==> config.mk <==
export PLATFORM = sky130hd
export DESIGN_NAME = encoder_test_and_key_control
export DESIGN_NICKNAME = d
export VERILOG_FILES = /design/src/design/enc_ctrl_pkg.sv /design/src/design/encoder_test_and_key_control.sv /design/src/design/key_match.sv
export SDC_FILE = /design/constraint.sdc
export NUM_CORES = 1
export LEC_CHECK = 0
export BUFFER_PORTS_ARGS = -buffer_cell sky130_fd_sc_hd__buf_2
export CAP_MARGIN = 15
export CORE_MARGIN = 3
export CORE_UTILIZATION = 41
export CTS_CLUSTER_SIZE = 16
export DETAILED_ROUTE_END_ITERATION = 6
export PLACE_DENSITY_LB_ADDON = 0.2
export SKIP_CTS_REPAIR_TIMING = 1
export SLEW_MARGIN = 15
export SYNTH_ARGS = -nofsm -noshare
export SYNTH_HDL_FRONTEND = slang
export SYNTH_SLANG_ARGS = --single-unit
==> constraint.sdc <==
create_clock -name pclk -period 1.5 [get_ports pclk]
set_input_delay 0.075 -clock pclk [delete_from_list [all_inputs] [get_ports pclk]]
set_output_delay 0.075 -clock pclk [all_outputs]
set_load 0.05 [all_outputs]
==> src/design/enc_ctrl_pkg.sv <==
/*
 package for the encoder test and key control block: register offsets, field positions,
 reset values and limits.
 assumes a 32-bit apb slave with one register per aligned word.
*/
package enc_ctrl_pkg;
    // printed offsets are register indices; byte address is four times the index
    localparam logic [7:0] IDX_TEST_CONTROL = 8'h03;
    localparam logic [7:0] IDX_KEY_CONTROL = 8'h04;
    localparam logic [7:0] IDX_TEST_WORD = 8'h40;
    localparam logic [7:0] IDX_LAYOUT_CTRL = 8'h01;
    localparam logic [7:0] IDX_FIELD_STATUS = 8'h60;
    localparam logic [11:0] ADDR_TEST_CONTROL = {2'b00, IDX_TEST_CONTROL, 2'b00};
    localparam logic [11:0] ADDR_KEY_CONTROL = {2'b00, IDX_KEY_CONTROL, 2'b00};
    localparam logic [11:0] ADDR_TEST_WORD = {2'b00, IDX_TEST_WORD, 2'b00};
    localparam logic [11:0] ADDR_LAYOUT_CTRL = {2'b00, IDX_LAYOUT_CTRL, 2'b00};
    localparam logic [11:0] ADDR_FIELD_STATUS = {2'b00, IDX_FIELD_STATUS, 2'b00};
    // test control fields
    localparam int B_LIMITER = 6;
    localparam int B_TEST_ON = 5;
    localparam int B_HOLD = 4;
    localparam int B_UPPER = 3;
    localparam int B_LUMA_TST = 2;
    localparam int B_FREERUN = 1;
    localparam int B_CHROMA_TST = 0;
    // key control fields, then the layout control field
    localparam int B_LAYER_ASSIGN_SEL_MSB = 7;
    localparam int B_HW_KEY = 6;
    localparam int B_BURST_GL = 5;
    localparam int B_KEY_BLANK = 4;
    localparam int B_CH1_OFF = 3;
    localparam int B_CH2_OFF = 2;
    localparam int B_CH3_OFF = 1;
    localparam int B_DATA_KEY = 0;
    localparam int B_LAYOUT_ON = 6;
    localparam logic [7:0] RESET_TEST_CONTROL = 8'h00;
    localparam logic [7:0] RESET_KEY_CONTROL = 8'h00;
    localparam logic [7:0] REG_MASK = 8'h7f;
    localparam logic [7:0] LAYOUT_MASK = 8'h40;
    // 101 ire in 10-bit luma code
    localparam logic [9:0] LUMA_LIMIT = 10'h3_2c;
    localparam logic [2:0] LAST_FIELD = 3'h7;
endpackage : enc_ctrl_pkg

==> src/design/encoder_test_and_key_control.sv <==
/*
 test and key control registers of a video encoder with their datapath effects:
 luma limiter, d/a test sourcing, subcarrier reload cadence, keying decisions.
 assumes apb master on pclk; pclk is the pixel clock; field_end pulses once per field.
*/
// Design decision made here: the APB interface to the registers.
`timescale 1ns/1ps
module encoder_test_and_key_control
    import enc_ctrl_pkg::*;
(
    input wire logic pclk,
    input wire logic presetn,
    input wire logic psel,
    input wire logic penable,
    input wire logic pwrite,
    input wire logic [11:0] paddr,
    input wire logic [31:0] pwdata,
    output logic [31:0] prdata,
    output logic pready,
    output logic pslverr,
    input wire logic [9:0] luma_in,
    input wire logic [9:0] chroma_in,
    input wire logic [9:0] composite_in,
    input wire logic field_end,
    input wire logic hw_key_pin,
    input wire logic active_video,
    input wire logic [23:0] pixel,
    input wire logic [23:0] key_value,
    input wire logic [7:0] genlock_burst,
    input wire logic [7:0] internal_burst,
    output logic [9:0] luma_dac,
    output logic [9:0] chroma_dac,
    output logic [9:0] luma_to_mod,
    output logic [7:0] burst_out,
    output logic key_active,
    output logic subcarrier_reload,
    output logic [3:0] layer_assign_sel
);
    logic [7:0] test_control;
    logic [7:0] key_control;
    logic [7:0] layout_ctrl;
    logic [9:0] dac_test_word;
    logic [9:0] captured_word;
    logic test_phase_upper;
    logic [2:0] field_count;
    logic reload_armed;
    logic match;
    logic next_key;
    logic [9:0] test_drive;

    logic luma_limiter_on;
    logic dac_test_on;
    logic test_half_hold;
    logic test_upper_half_sel;
    logic luma_dac_test_src;
    logic subcarrier_freerun;
    logic chroma_dac_test_src;
    logic layering_layout_on;
    logic hw_key_on;
    logic burst_from_genlock;
    logic key_in_blanking;
    logic data_key_on;
    logic [2:0] chan_off;

    logic wr_en;
    logic rd_en;
    logic upper_now;

    assign luma_limiter_on = test_control[B_LIMITER];
    assign dac_test_on = test_control[B_TEST_ON];
    assign test_half_hold = test_control[B_HOLD];
    assign test_upper_half_sel = test_control[B_UPPER];
    assign luma_dac_test_src = test_control[B_LUMA_TST];
    assign subcarrier_freerun = test_control[B_FREERUN];
    assign chroma_dac_test_src = test_control[B_CHROMA_TST];
    assign layering_layout_on = layout_ctrl[B_LAYOUT_ON];
    assign hw_key_on = key_control[B_HW_KEY];
    assign burst_from_genlock = key_control[B_BURST_GL];
    assign key_in_blanking = key_control[B_KEY_BLANK];
    assign data_key_on = key_control[B_DATA_KEY];
    // channel disables only meaningful in key layout
    assign chan_off = layering_layout_on ? 3'b000 :
                      {key_control[B_CH1_OFF], key_control[B_CH2_OFF], key_control[B_CH3_OFF]};

    assign wr_en = psel & penable & pwrite;
    assign rd_en = psel & penable & ~pwrite;

    // which half is presented this pixel
    assign upper_now = test_half_hold ? test_upper_half_sel : test_phase_upper;

    // half mapping: upper = 8 msbs on bits 7-0, lower = 2 lsbs on bits 1-0
    function automatic logic [9:0] merge_half(input logic [9:0] cur, input logic [7:0] d,
                                              input logic up);
        merge_half = up ? {d, cur[1:0]} : {cur[9:2], d[1:0]};
    endfunction : merge_half

    function automatic logic [7:0] pick_half(input logic [9:0] w, input logic up);
        pick_half = up ? w[9:2] : {6'h00, w[1:0]};
    endfunction : pick_half

    key_match u_match (
        .pixel(pixel),
        .key_value(key_value),
        .chan_off(chan_off),
        .match(match)
    );

    // apb answers in the access cycle, no wait states
    always_ff @(posedge pclk or negedge presetn) begin
        if (!presetn) begin
            pready <= 1'b0;
            pslverr <= 1'b0;
        end else begin
            pready <= psel & ~penable;
            pslverr <= psel & ~penable & ~(paddr == ADDR_TEST_CONTROL ||
                       paddr == ADDR_KEY_CONTROL || paddr == ADDR_TEST_WORD ||
                       paddr == ADDR_LAYOUT_CTRL || paddr == ADDR_FIELD_STATUS);
        end
    end

    always_ff @(posedge pclk or negedge presetn) begin
        if (!presetn) begin
            test_control <= RESET_TEST_CONTROL;
        end else if (wr_en && pready && paddr == ADDR_TEST_CONTROL) begin
            test_control <= pwdata[7:0] & REG_MASK;
        end
    end

    // same storage for both layouts
    always_ff @(posedge pclk or negedge presetn) begin
        if (!presetn) begin
            key_control <= RESET_KEY_CONTROL;
        end else if (wr_en && pready && paddr == ADDR_KEY_CONTROL) begin
            key_control <= pwdata[7:0];
        end
    end

    always_ff @(posedge pclk or negedge presetn) begin
        if (!presetn) begin
            layout_ctrl <= RESET_KEY_CONTROL;
        end else if (wr_en && pready && paddr == ADDR_LAYOUT_CTRL) begin
            layout_ctrl <= pwdata[7:0] & LAYOUT_MASK;
        end
    end

    // test word writes go to the selected half
    always_ff @(posedge pclk or negedge presetn) begin
        if (!presetn) begin
            dac_test_word <= 10'h000;
        end else if (wr_en && pready && paddr == ADDR_TEST_WORD && dac_test_on) begin
            dac_test_word <= merge_half(dac_test_word, pwdata[7:0], upper_now);
        end
    end

    // composite sampled for test reads
    always_ff @(posedge pclk or negedge presetn) begin
        if (!presetn) begin
            captured_word <= 10'h000;
        end else begin
            captured_word <= composite_in;
        end
    end

    // half alternation at pixel rate
    always_ff @(posedge pclk or negedge presetn) begin
        if (!presetn) begin
            test_phase_upper <= 1'b1;
        end else if (dac_test_on && !test_half_hold) begin
            test_phase_upper <= ~test_phase_upper;
        end else begin
            test_phase_upper <= 1'b1;
        end
    end

    always_ff @(posedge pclk or negedge presetn) begin
        if (!presetn) begin
            prdata <= 32'h0000_0000;
        end else if (psel && !penable && pwrite) begin
            prdata <= 32'h0000_0000;
        end else if (psel && !penable) begin
            unique case (paddr)
                ADDR_TEST_CONTROL: prdata <= {24'h00_0000, test_control};
                ADDR_KEY_CONTROL: prdata <= {24'h00_0000, key_control};
                ADDR_LAYOUT_CTRL: prdata <= {24'h00_0000, layout_ctrl};
                ADDR_TEST_WORD: prdata <= dac_test_on ?
                    {24'h00_0000, pick_half(captured_word, upper_now)} : 32'h0000_0000;
                ADDR_FIELD_STATUS: prdata <= {28'h000_0000, reload_armed, field_count};
                default: prdata <= 32'h0000_0000;
            endcase
        end
    end

    // eight-field cadence
    always_ff @(posedge pclk or negedge presetn) begin
        if (!presetn) begin
            field_count <= 3'h0;
            reload_armed <= 1'b1;
            subcarrier_reload <= 1'b0;
        end else begin
            subcarrier_reload <= 1'b0;
            if (field_end) begin
                field_count <= field_count + 3'h1;
                if (field_count == LAST_FIELD) begin
                    // first eighth field after reset always reloads
                    subcarrier_reload <= reload_armed | ~subcarrier_freerun;
                    reload_armed <= 1'b0;
                end
            end
        end
    end

    always_comb begin
        test_drive = dac_test_word;
    end

    // d/a sourcing
    always_ff @(posedge pclk or negedge presetn) begin
        if (!presetn) begin
            luma_dac <= 10'h000;
            chroma_dac <= 10'h000;
        end else begin
            luma_dac <= (dac_test_on && luma_dac_test_src) ? test_drive : luma_in;
            chroma_dac <= (dac_test_on && chroma_dac_test_src) ? test_drive : chroma_in;
        end
    end

    always_ff @(posedge pclk or negedge presetn) begin
        if (!presetn) begin
            luma_to_mod <= 10'h000;
        end else if (luma_limiter_on && luma_in > LUMA_LIMIT) begin
            luma_to_mod <= LUMA_LIMIT;
        end else begin
            luma_to_mod <= luma_in;
        end
    end

    always_ff @(posedge pclk or negedge presetn) begin
        if (!presetn) begin
            burst_out <= 8'h00;
        end else begin
            burst_out <= burst_from_genlock ? genlock_burst : internal_burst;
        end
    end

    always_comb begin
        next_key = 1'b0;
        if (hw_key_on && hw_key_pin) begin
            next_key = 1'b1;
        end
        if (data_key_on && match && (active_video || key_in_blanking)) begin
            next_key = 1'b1;
        end
    end

    always_ff @(posedge pclk or negedge presetn) begin
        if (!presetn) begin
            key_active <= 1'b0;
        end else begin
            key_active <= next_key;
        end
    end

    always_ff @(posedge pclk or negedge presetn) begin
        if (!presetn) begin
            layer_assign_sel <= 4'h0;
        end else if (layering_layout_on) begin
            layer_assign_sel <= {key_control[B_LAYER_ASSIGN_SEL_MSB], key_control[3:1]};
        end else begin
            layer_assign_sel <= 4'h0;
        end
    end
endmodule : encoder_test_and_key_control

==> src/design/key_match.sv <==
/*
 data key match for three colour channels.
 assumes key values and pixel data on the same clock.
*/
`timescale 1ns/1ps
module key_match
    import enc_ctrl_pkg::*;
(
    input wire logic [23:0] pixel,
    input wire logic [23:0] key_value,
    input wire logic [2:0] chan_off,
    output logic match
);
    function automatic logic chan_hit(input logic [7:0] a, input logic [7:0] b, input logic off);
        chan_hit = off | (a == b);
    endfunction : chan_hit

    // disabled channels always count as matched
    assign match = chan_hit(pixel[23:16], key_value[23:16], chan_off[2]) &
                   chan_hit(pixel[15:8], key_value[15:8], chan_off[1]) &
                   chan_hit(pixel[7:0], key_value[7:0], chan_off[0]);
endmodule : key_match

# Word-level counts from Yosys, hierarchy flattened
# Index checks and enable logic that the tools add are counted.
[word_totals] mem_bits_rw=0 elab_cells=88 output_inout_bits=78 latchBits=0 mem_count=0 register_bits=119 in_bits=146 mem_bits_ro=0
[classes] shift=0 bitwise_logic=15 eq_ne=9 div_mod_pow=0 mux=17 addsub=1 order_cmp=1 n_reduce_logical=26 n_mul=0
[op_table] op="$mux 32" n=2
[op_table] op="$pmux 8 s5" n=1
[op_table] op="$mux 10" n=3
[op_table] op="$eq 12x9->1 const B" n=2
[op_table] op="$eq 8x8->1" n=3
[op_table] op="$mux 8" n=3
[op_table] op="$logic_and 1x1->1" n=15
[op_table] op="$eq 12x3->1 const B" n=1
[op_table] op="$eq 12x4->1 const B" n=1
[op_table] op="$eq 12x5->1 const B" n=1
[op_table] op="$gt 10x10->1 const B" n=1
[op_table] op="$and 1x1->1" n=6
[op_table] op="$mux 1" n=6
[op_table] op="$reduce_and 2->1" n=3
[op_table] op="$logic_or 1x1->1" n=5
[op_table] op="$not 1->1" n=5
[op_table] op="$mux 4" n=1
[op_table] op="$or 1x1->1" n=4
[op_table] op="$add 3x1->3 const B" n=1
[op_table] op="$eq 3x3->1 const B" n=1
[op_table] op="$mux 3" n=1
[op_table] op="$logic_not 1->1" n=2
[op_table] op="$reduce_bool 2->1" n=1

# Logic depth before layout (Yosys ltp)
[logic_depth] word_depth=7 ltp_mapped=6 mapped_depth_nobuf=5

# Cells and area by module
# A second synthesis with hierarchy kept.
[unflattened] hier_cells=337 hier_area_um2=4332.9
[modules_own_cells] mod="encoder_test_and_key_control" cells_per_inst=303 area_each_um2=4065.1 n_inst=1 seq_area_each_um2=2379.8
[modules_own_cells] mod="key_match" cells_per_inst=34 area_each_um2=267.8 n_inst=1 seq_area_each_um2=0.0

# Worst setup path before layout
# OpenSTA, ideal clock, no wires.
[synth_path] kind="reg-to-reg" startpoint="register pready" endpoint="register dac_test_word[0]" t_arrival_ns=1.527 path_buffers=0 path_stages_with_launch=5 setup_ns=0.128 synth_period_minus_slack_ns=1.655 slack_ns=-0.155 t_required_ns=1.372 path_cell_list="dfrtp_1 nand4_1 or2_4 nor3_2 mux2_1"
[synth_via] elab_chain_cells=4
[synth_lines] item="from (decl)" line="encoder_test_and_key_control.sv:19" source="output logic pready,"
[synth_lines] item="from (signal assigned)" line="encoder_test_and_key_control.sv:114" source="pready <= psel & ~penable;"
[synth_lines] item="$logic_and 1x1->1 (3 in series)" line="encoder_test_and_key_control.sv:150" source="end else if (wr_en && pready && paddr == ADDR_TEST_WORD && dac_test_on) begin"
[synth_lines] item="$reduce_and 2->1 (no line)"
[synth_lines] item="to (signal assigned)" line="encoder_test_and_key_control.sv:151" source="dac_test_word <= merge_half(dac_test_word, pwdata[7:0], upper_now);"
[synth_lines] item="to (decl)" line="encoder_test_and_key_control.sv:42" source="logic [9:0] dac_test_word;"
# No other way between the ends.
# A chain may end at the register's enable or synchronous reset.

# Worst setup path in the final report
[layout_path] startpoint="register test_control[4]" endpoint="register prdata[3]"
[layout_via] elab_chain_cells=6
[layout_lines] item="from (decl)" line="encoder_test_and_key_control.sv:39" source="logic [7:0] test_control;"
[layout_lines] item="from (signal assigned)" line="encoder_test_and_key_control.sv:125" source="test_control <= pwdata[7:0] & REG_MASK;"
[layout_lines] item="$mux 1" line="encoder_test_and_key_control.sv:89" source="assign upper_now = test_half_hold ? test_upper_half_sel : test_phase_upper;"
[layout_lines] item="$mux 8" line="encoder_test_and_key_control.sv:98" source="pick_half = up ? w[9:2] : {6'h00, w[1:0]};"
[layout_lines] item="$mux 8" line="encoder_test_and_key_control.sv:185" source="ADDR_TEST_WORD: prdata <= dac_test_on ?"
[layout_lines] item="$pmux 8 s5" line="encoder_test_and_key_control.sv:181" source="unique case (paddr)"
[layout_lines] item="$mux 32" line="encoder_test_and_key_control.sv:180" source="end else if (psel && !penable) begin"
[layout_lines] item="$mux 32" line="encoder_test_and_key_control.sv:178" source="end else if (psel && !penable && pwrite) begin"
[layout_lines] item="to (signal assigned)" line="encoder_test_and_key_control.sv:182" source="ADDR_TEST_CONTROL: prdata <= {24'h00_0000, test_control};"
[layout_lines] item="to (signal assigned)" line="encoder_test_and_key_control.sv:183" source="ADDR_KEY_CONTROL: prdata <= {24'h00_0000, key_control};"
[layout_lines] item="to (signal assigned)" line="encoder_test_and_key_control.sv:185"
[layout_lines] item="to (decl)" line="encoder_test_and_key_control.sv:18" source="output logic [31:0] prdata,"
# No other way between the ends. The select of a mux whose other input is x is not followed.

==> impl_results.md <==
* Status: complete, but fails checks
* Failing checks: setup timing
* Area of the multi-input gates at approximately 1700 µm²
* CP bufs+invs at 0
* Clock Path Buffers at 2
* Simple-gate portion of the synthesized area at 0.0963
* Post-synthesis mux area share at 0.161
* Worst EP arrival at between 1.5 and 2 ns
* Grt ovf at 0
* Synth Area per Inst at approximately 13 µm²
* Final Slew Violations at 0
* Cell row count at 36
* DR vias/cell at approximately 4.7
* RSZ-0062 raised after global routing: yes
* Hold Crit Start: pwdata[5]
* Largest family of logic cells by synthesized area: multiplexers
* Total power at approximately 5.4 mW
* Commonest cells post-synth: dfrtp_1, mux2_2, buf_4, xnor2_1, nand2_1
* Post-synth top flop: dfrtp_1
* Post-DR wirelength/cell at 15.0 µm
* Antenna cells at 0
* Max FO, Critical Path at 5
* Flop2flop setup slack at -0.05 ns
* Number of global-route vias before repair at approximately 3300
* Layout cells sized above 1 at 0.497
* Crit-path cells: mux2_4, nand2b_4, nor2_4, a32o_1, a221o_1
* # DRC at 0
* Yosys cell types at a little under 50
* Final worst path period need at 1.55 ns
* Die Y at 107 µm
* DR iter-0 viols at 80
* Post-Synth XOR/XNOR Area at 0.0523
* Starting density of the core at 0.424
* Async set-reset flop share out of synthesis at 1.00
* Endpoint of the worst hold path: dac_test_word[7]
* Post-Synth Adder-Cell Area at 0.00598
* Die Width at roughly 110 µm
* Total CTS buffers at 9
* Fin crit share at 1.03
* Worst Slack Setup Final at -0.0464 ns
* Buffers on Ports at 175
* Synth Cell Area at 4190 µm²
* Worst min-delay path category: input pin to flop
* Register area share after synthesis at 0.569
* TritonCTS clock tree: yes
* Fmax at 647 MHz
* Routed WL at between 10000 and 15000 µm
* Setup crit start: test_control[4]
* Hold Path Stages at 2
* Root Buffer: clkbuf_8
* Reg2reg end: prdata[3]
* Vias after detailed routing at around 3400
* Final GP Congestion at between 0.8 and 0.9
* Clock skew at 0.0166 ns
* Number of synthesis warnings at 0
* Crit end category: flop
* Nets at 736
* Launching point of the worst reg2reg path: test_control[4]
* Slowest cell on crit path: dfrtp_1
* Clock slew at reported path FFs at around 0.11 ns
* Post-route ant nets at 0
* Pin count of the biggest net entering global routing at 31
* Area leader, netlist: dfrtp_1
* Worst reg2reg path depth at 5
* Setup violations, final at 5
* P_leak at 3.10 nW
* Worst EP required at 1.76 ns
* # fillers at between 700 and 800
* Post-DP HPWL at between 8000 and 9000 µm
* Initial antenna violation count at 0
* Final Non-Filler Cells at 726
* I/O pins at 224
* CORE AREA at slightly below 10000 µm²
* Dpl cells at 655
* Power per cell area at 883 nW/µm²
* Dominant cells by area after synthesis: dfrtp_1, mux2_2, xnor2_1, buf_4, mux2_1
* First-pass GRT wire length at about 16000 µm
* Most numerous cell in the Yosys netlist: dfrtp_1
* Yosys top cell area share at 0.556
* Flops & latches, synth at 95
* Synthesized instance count at 320
* DRT Pass-1 Iters at 5
* Final hold viol count at 0
* Register area at roughly 2400 µm²
* Setup CP Type: flop to flop
* Max cap viols at 0
* Delay-heaviest family, CP: compound AO/OA/AOI/OAI gates
* EDFF count, synth at 0
* Complex-gate fraction of the synthesized area at 0.0619
* Worst VDD drop at 0.535 mV
* Skew-Pair Late Insertion Delay at 0.36 ns
* Area grow syn2layout at 47.5%
* Startpoint Class: flop
* Die area at 11500 µm²
* Htree depth at 3
* Total track usage at 0.177
* CP peak stage delay at a little over 0.4 ns
* Clk sink count at 95
-- worst max-delay path by stage --
stage / endpoint / slack (ns) / depth (start not counted)
final: prdata[3] / -0.05 / 5
after global routing: prdata[3] / -0.09 / 5
after detailed placement: dac_test_word[2] / -0.19 / 6
after global placement: dac_test_word[0] / -0.16 / 6
after CTS: prdata[2] / -0.06 / 5
after floorplan: prdata[2] / -0.02 / 5
-- cell type report --
cell class                 instances  share of cell area
tap                              133              0.0270
timing repair buffer             264               0.275
sequential                        95               0.386
clock inverter                     7              0.0103
clock buffer                       9              0.0201
inverter                           5             0.00304
multi-input combinational        213               0.279
-- worst reg2reg max path: stages (launching register included) --
cell and delay (ns):
dfrtp_1 0.41, mux2_4 0.35, nand2b_4 0.13, nor2_4 0.07, a32o_1 0.22, a221o_1 0.29
-- where the power goes --
part | internal (mW) | switching (mW)
Sequential | 2.70 | 0.0635
Combinational | 0.436 | 0.643
Clock | 0.639 | 0.970
Total | 3.77 | 1.68
-- kinds of logic after synthesis --
kind of cell	count (synthesis)
simple gates	67
compound gates	35
xor+xnor	25
fa+ha+maj	2
buf+inv	35
flops	95
mux	60
other cells	1
-- routing by layer --
layer / global-route usage / wire length (µm) / share of wire / up-vias
li1: - / - / - / 1615
met1: 0.238 / 4800 / 0.44 / 1627
met2: 0.283 / 5210 / 0.48 / 138
met3: 0.0391 / 657 / 0.060 / 17
met4: 0.0612 / 191 / 0.018 / 0
met5: 0 / 0 / 0 / -
-- flip-flops by register name, indices dropped and copies added (netlist names), 3 cells and up --
register,cells
luma_to_mod,10
burst_out,8
prdata,8
key_control,8
field_count,3
captured_word,10
luma_dac,10
chroma_dac,10
layer_assign_sel,4
test_control,7
dac_test_word,10
-- per-stage QoR --
step	setup TNS, ns	hold slack (ns)	util	cell area (µm²)	setup slack [ns]
2_1_floorplan	-0.0708	-0.221	-	4280	-0.0178
3_3_place_gp	-2.62	-0.0193	0.547	5390	-0.162
3_5_place_dp	-3.59	-0.0197	0.547	5390	-0.190
4_1_cts	-0.277	-0.420	0.566	5580	-0.0591
5_1_grt	-0.440	0.0120	0.626	6170	-0.0887
6_report	-0.122	0.0155	0.626	6170	-0.0464
-- layout by cell type, fill, tap and decap left out, types with 3 or more instances in the layout --
master	n
o21ai_1	4
buf_2	174
o22ai_1	3
clkbuf_8	9
nor2b_1	4
o21ai_0	3
conb_1	24
mux2_4	9
a22oi_1	5
a221o_1	4
and2_1	7
nand2b_1	3
nand4_1	7
xnor2_1	24
a21oi_1	4
clkinv_4	4
inv_1	5
dlygate4sd3_1	54
mux2_2	47
or2_2	3
nand2_1	15
buf_4	34
nor2_1	10
dfrtp_1	92
Power figures use the tool's default switching activity.
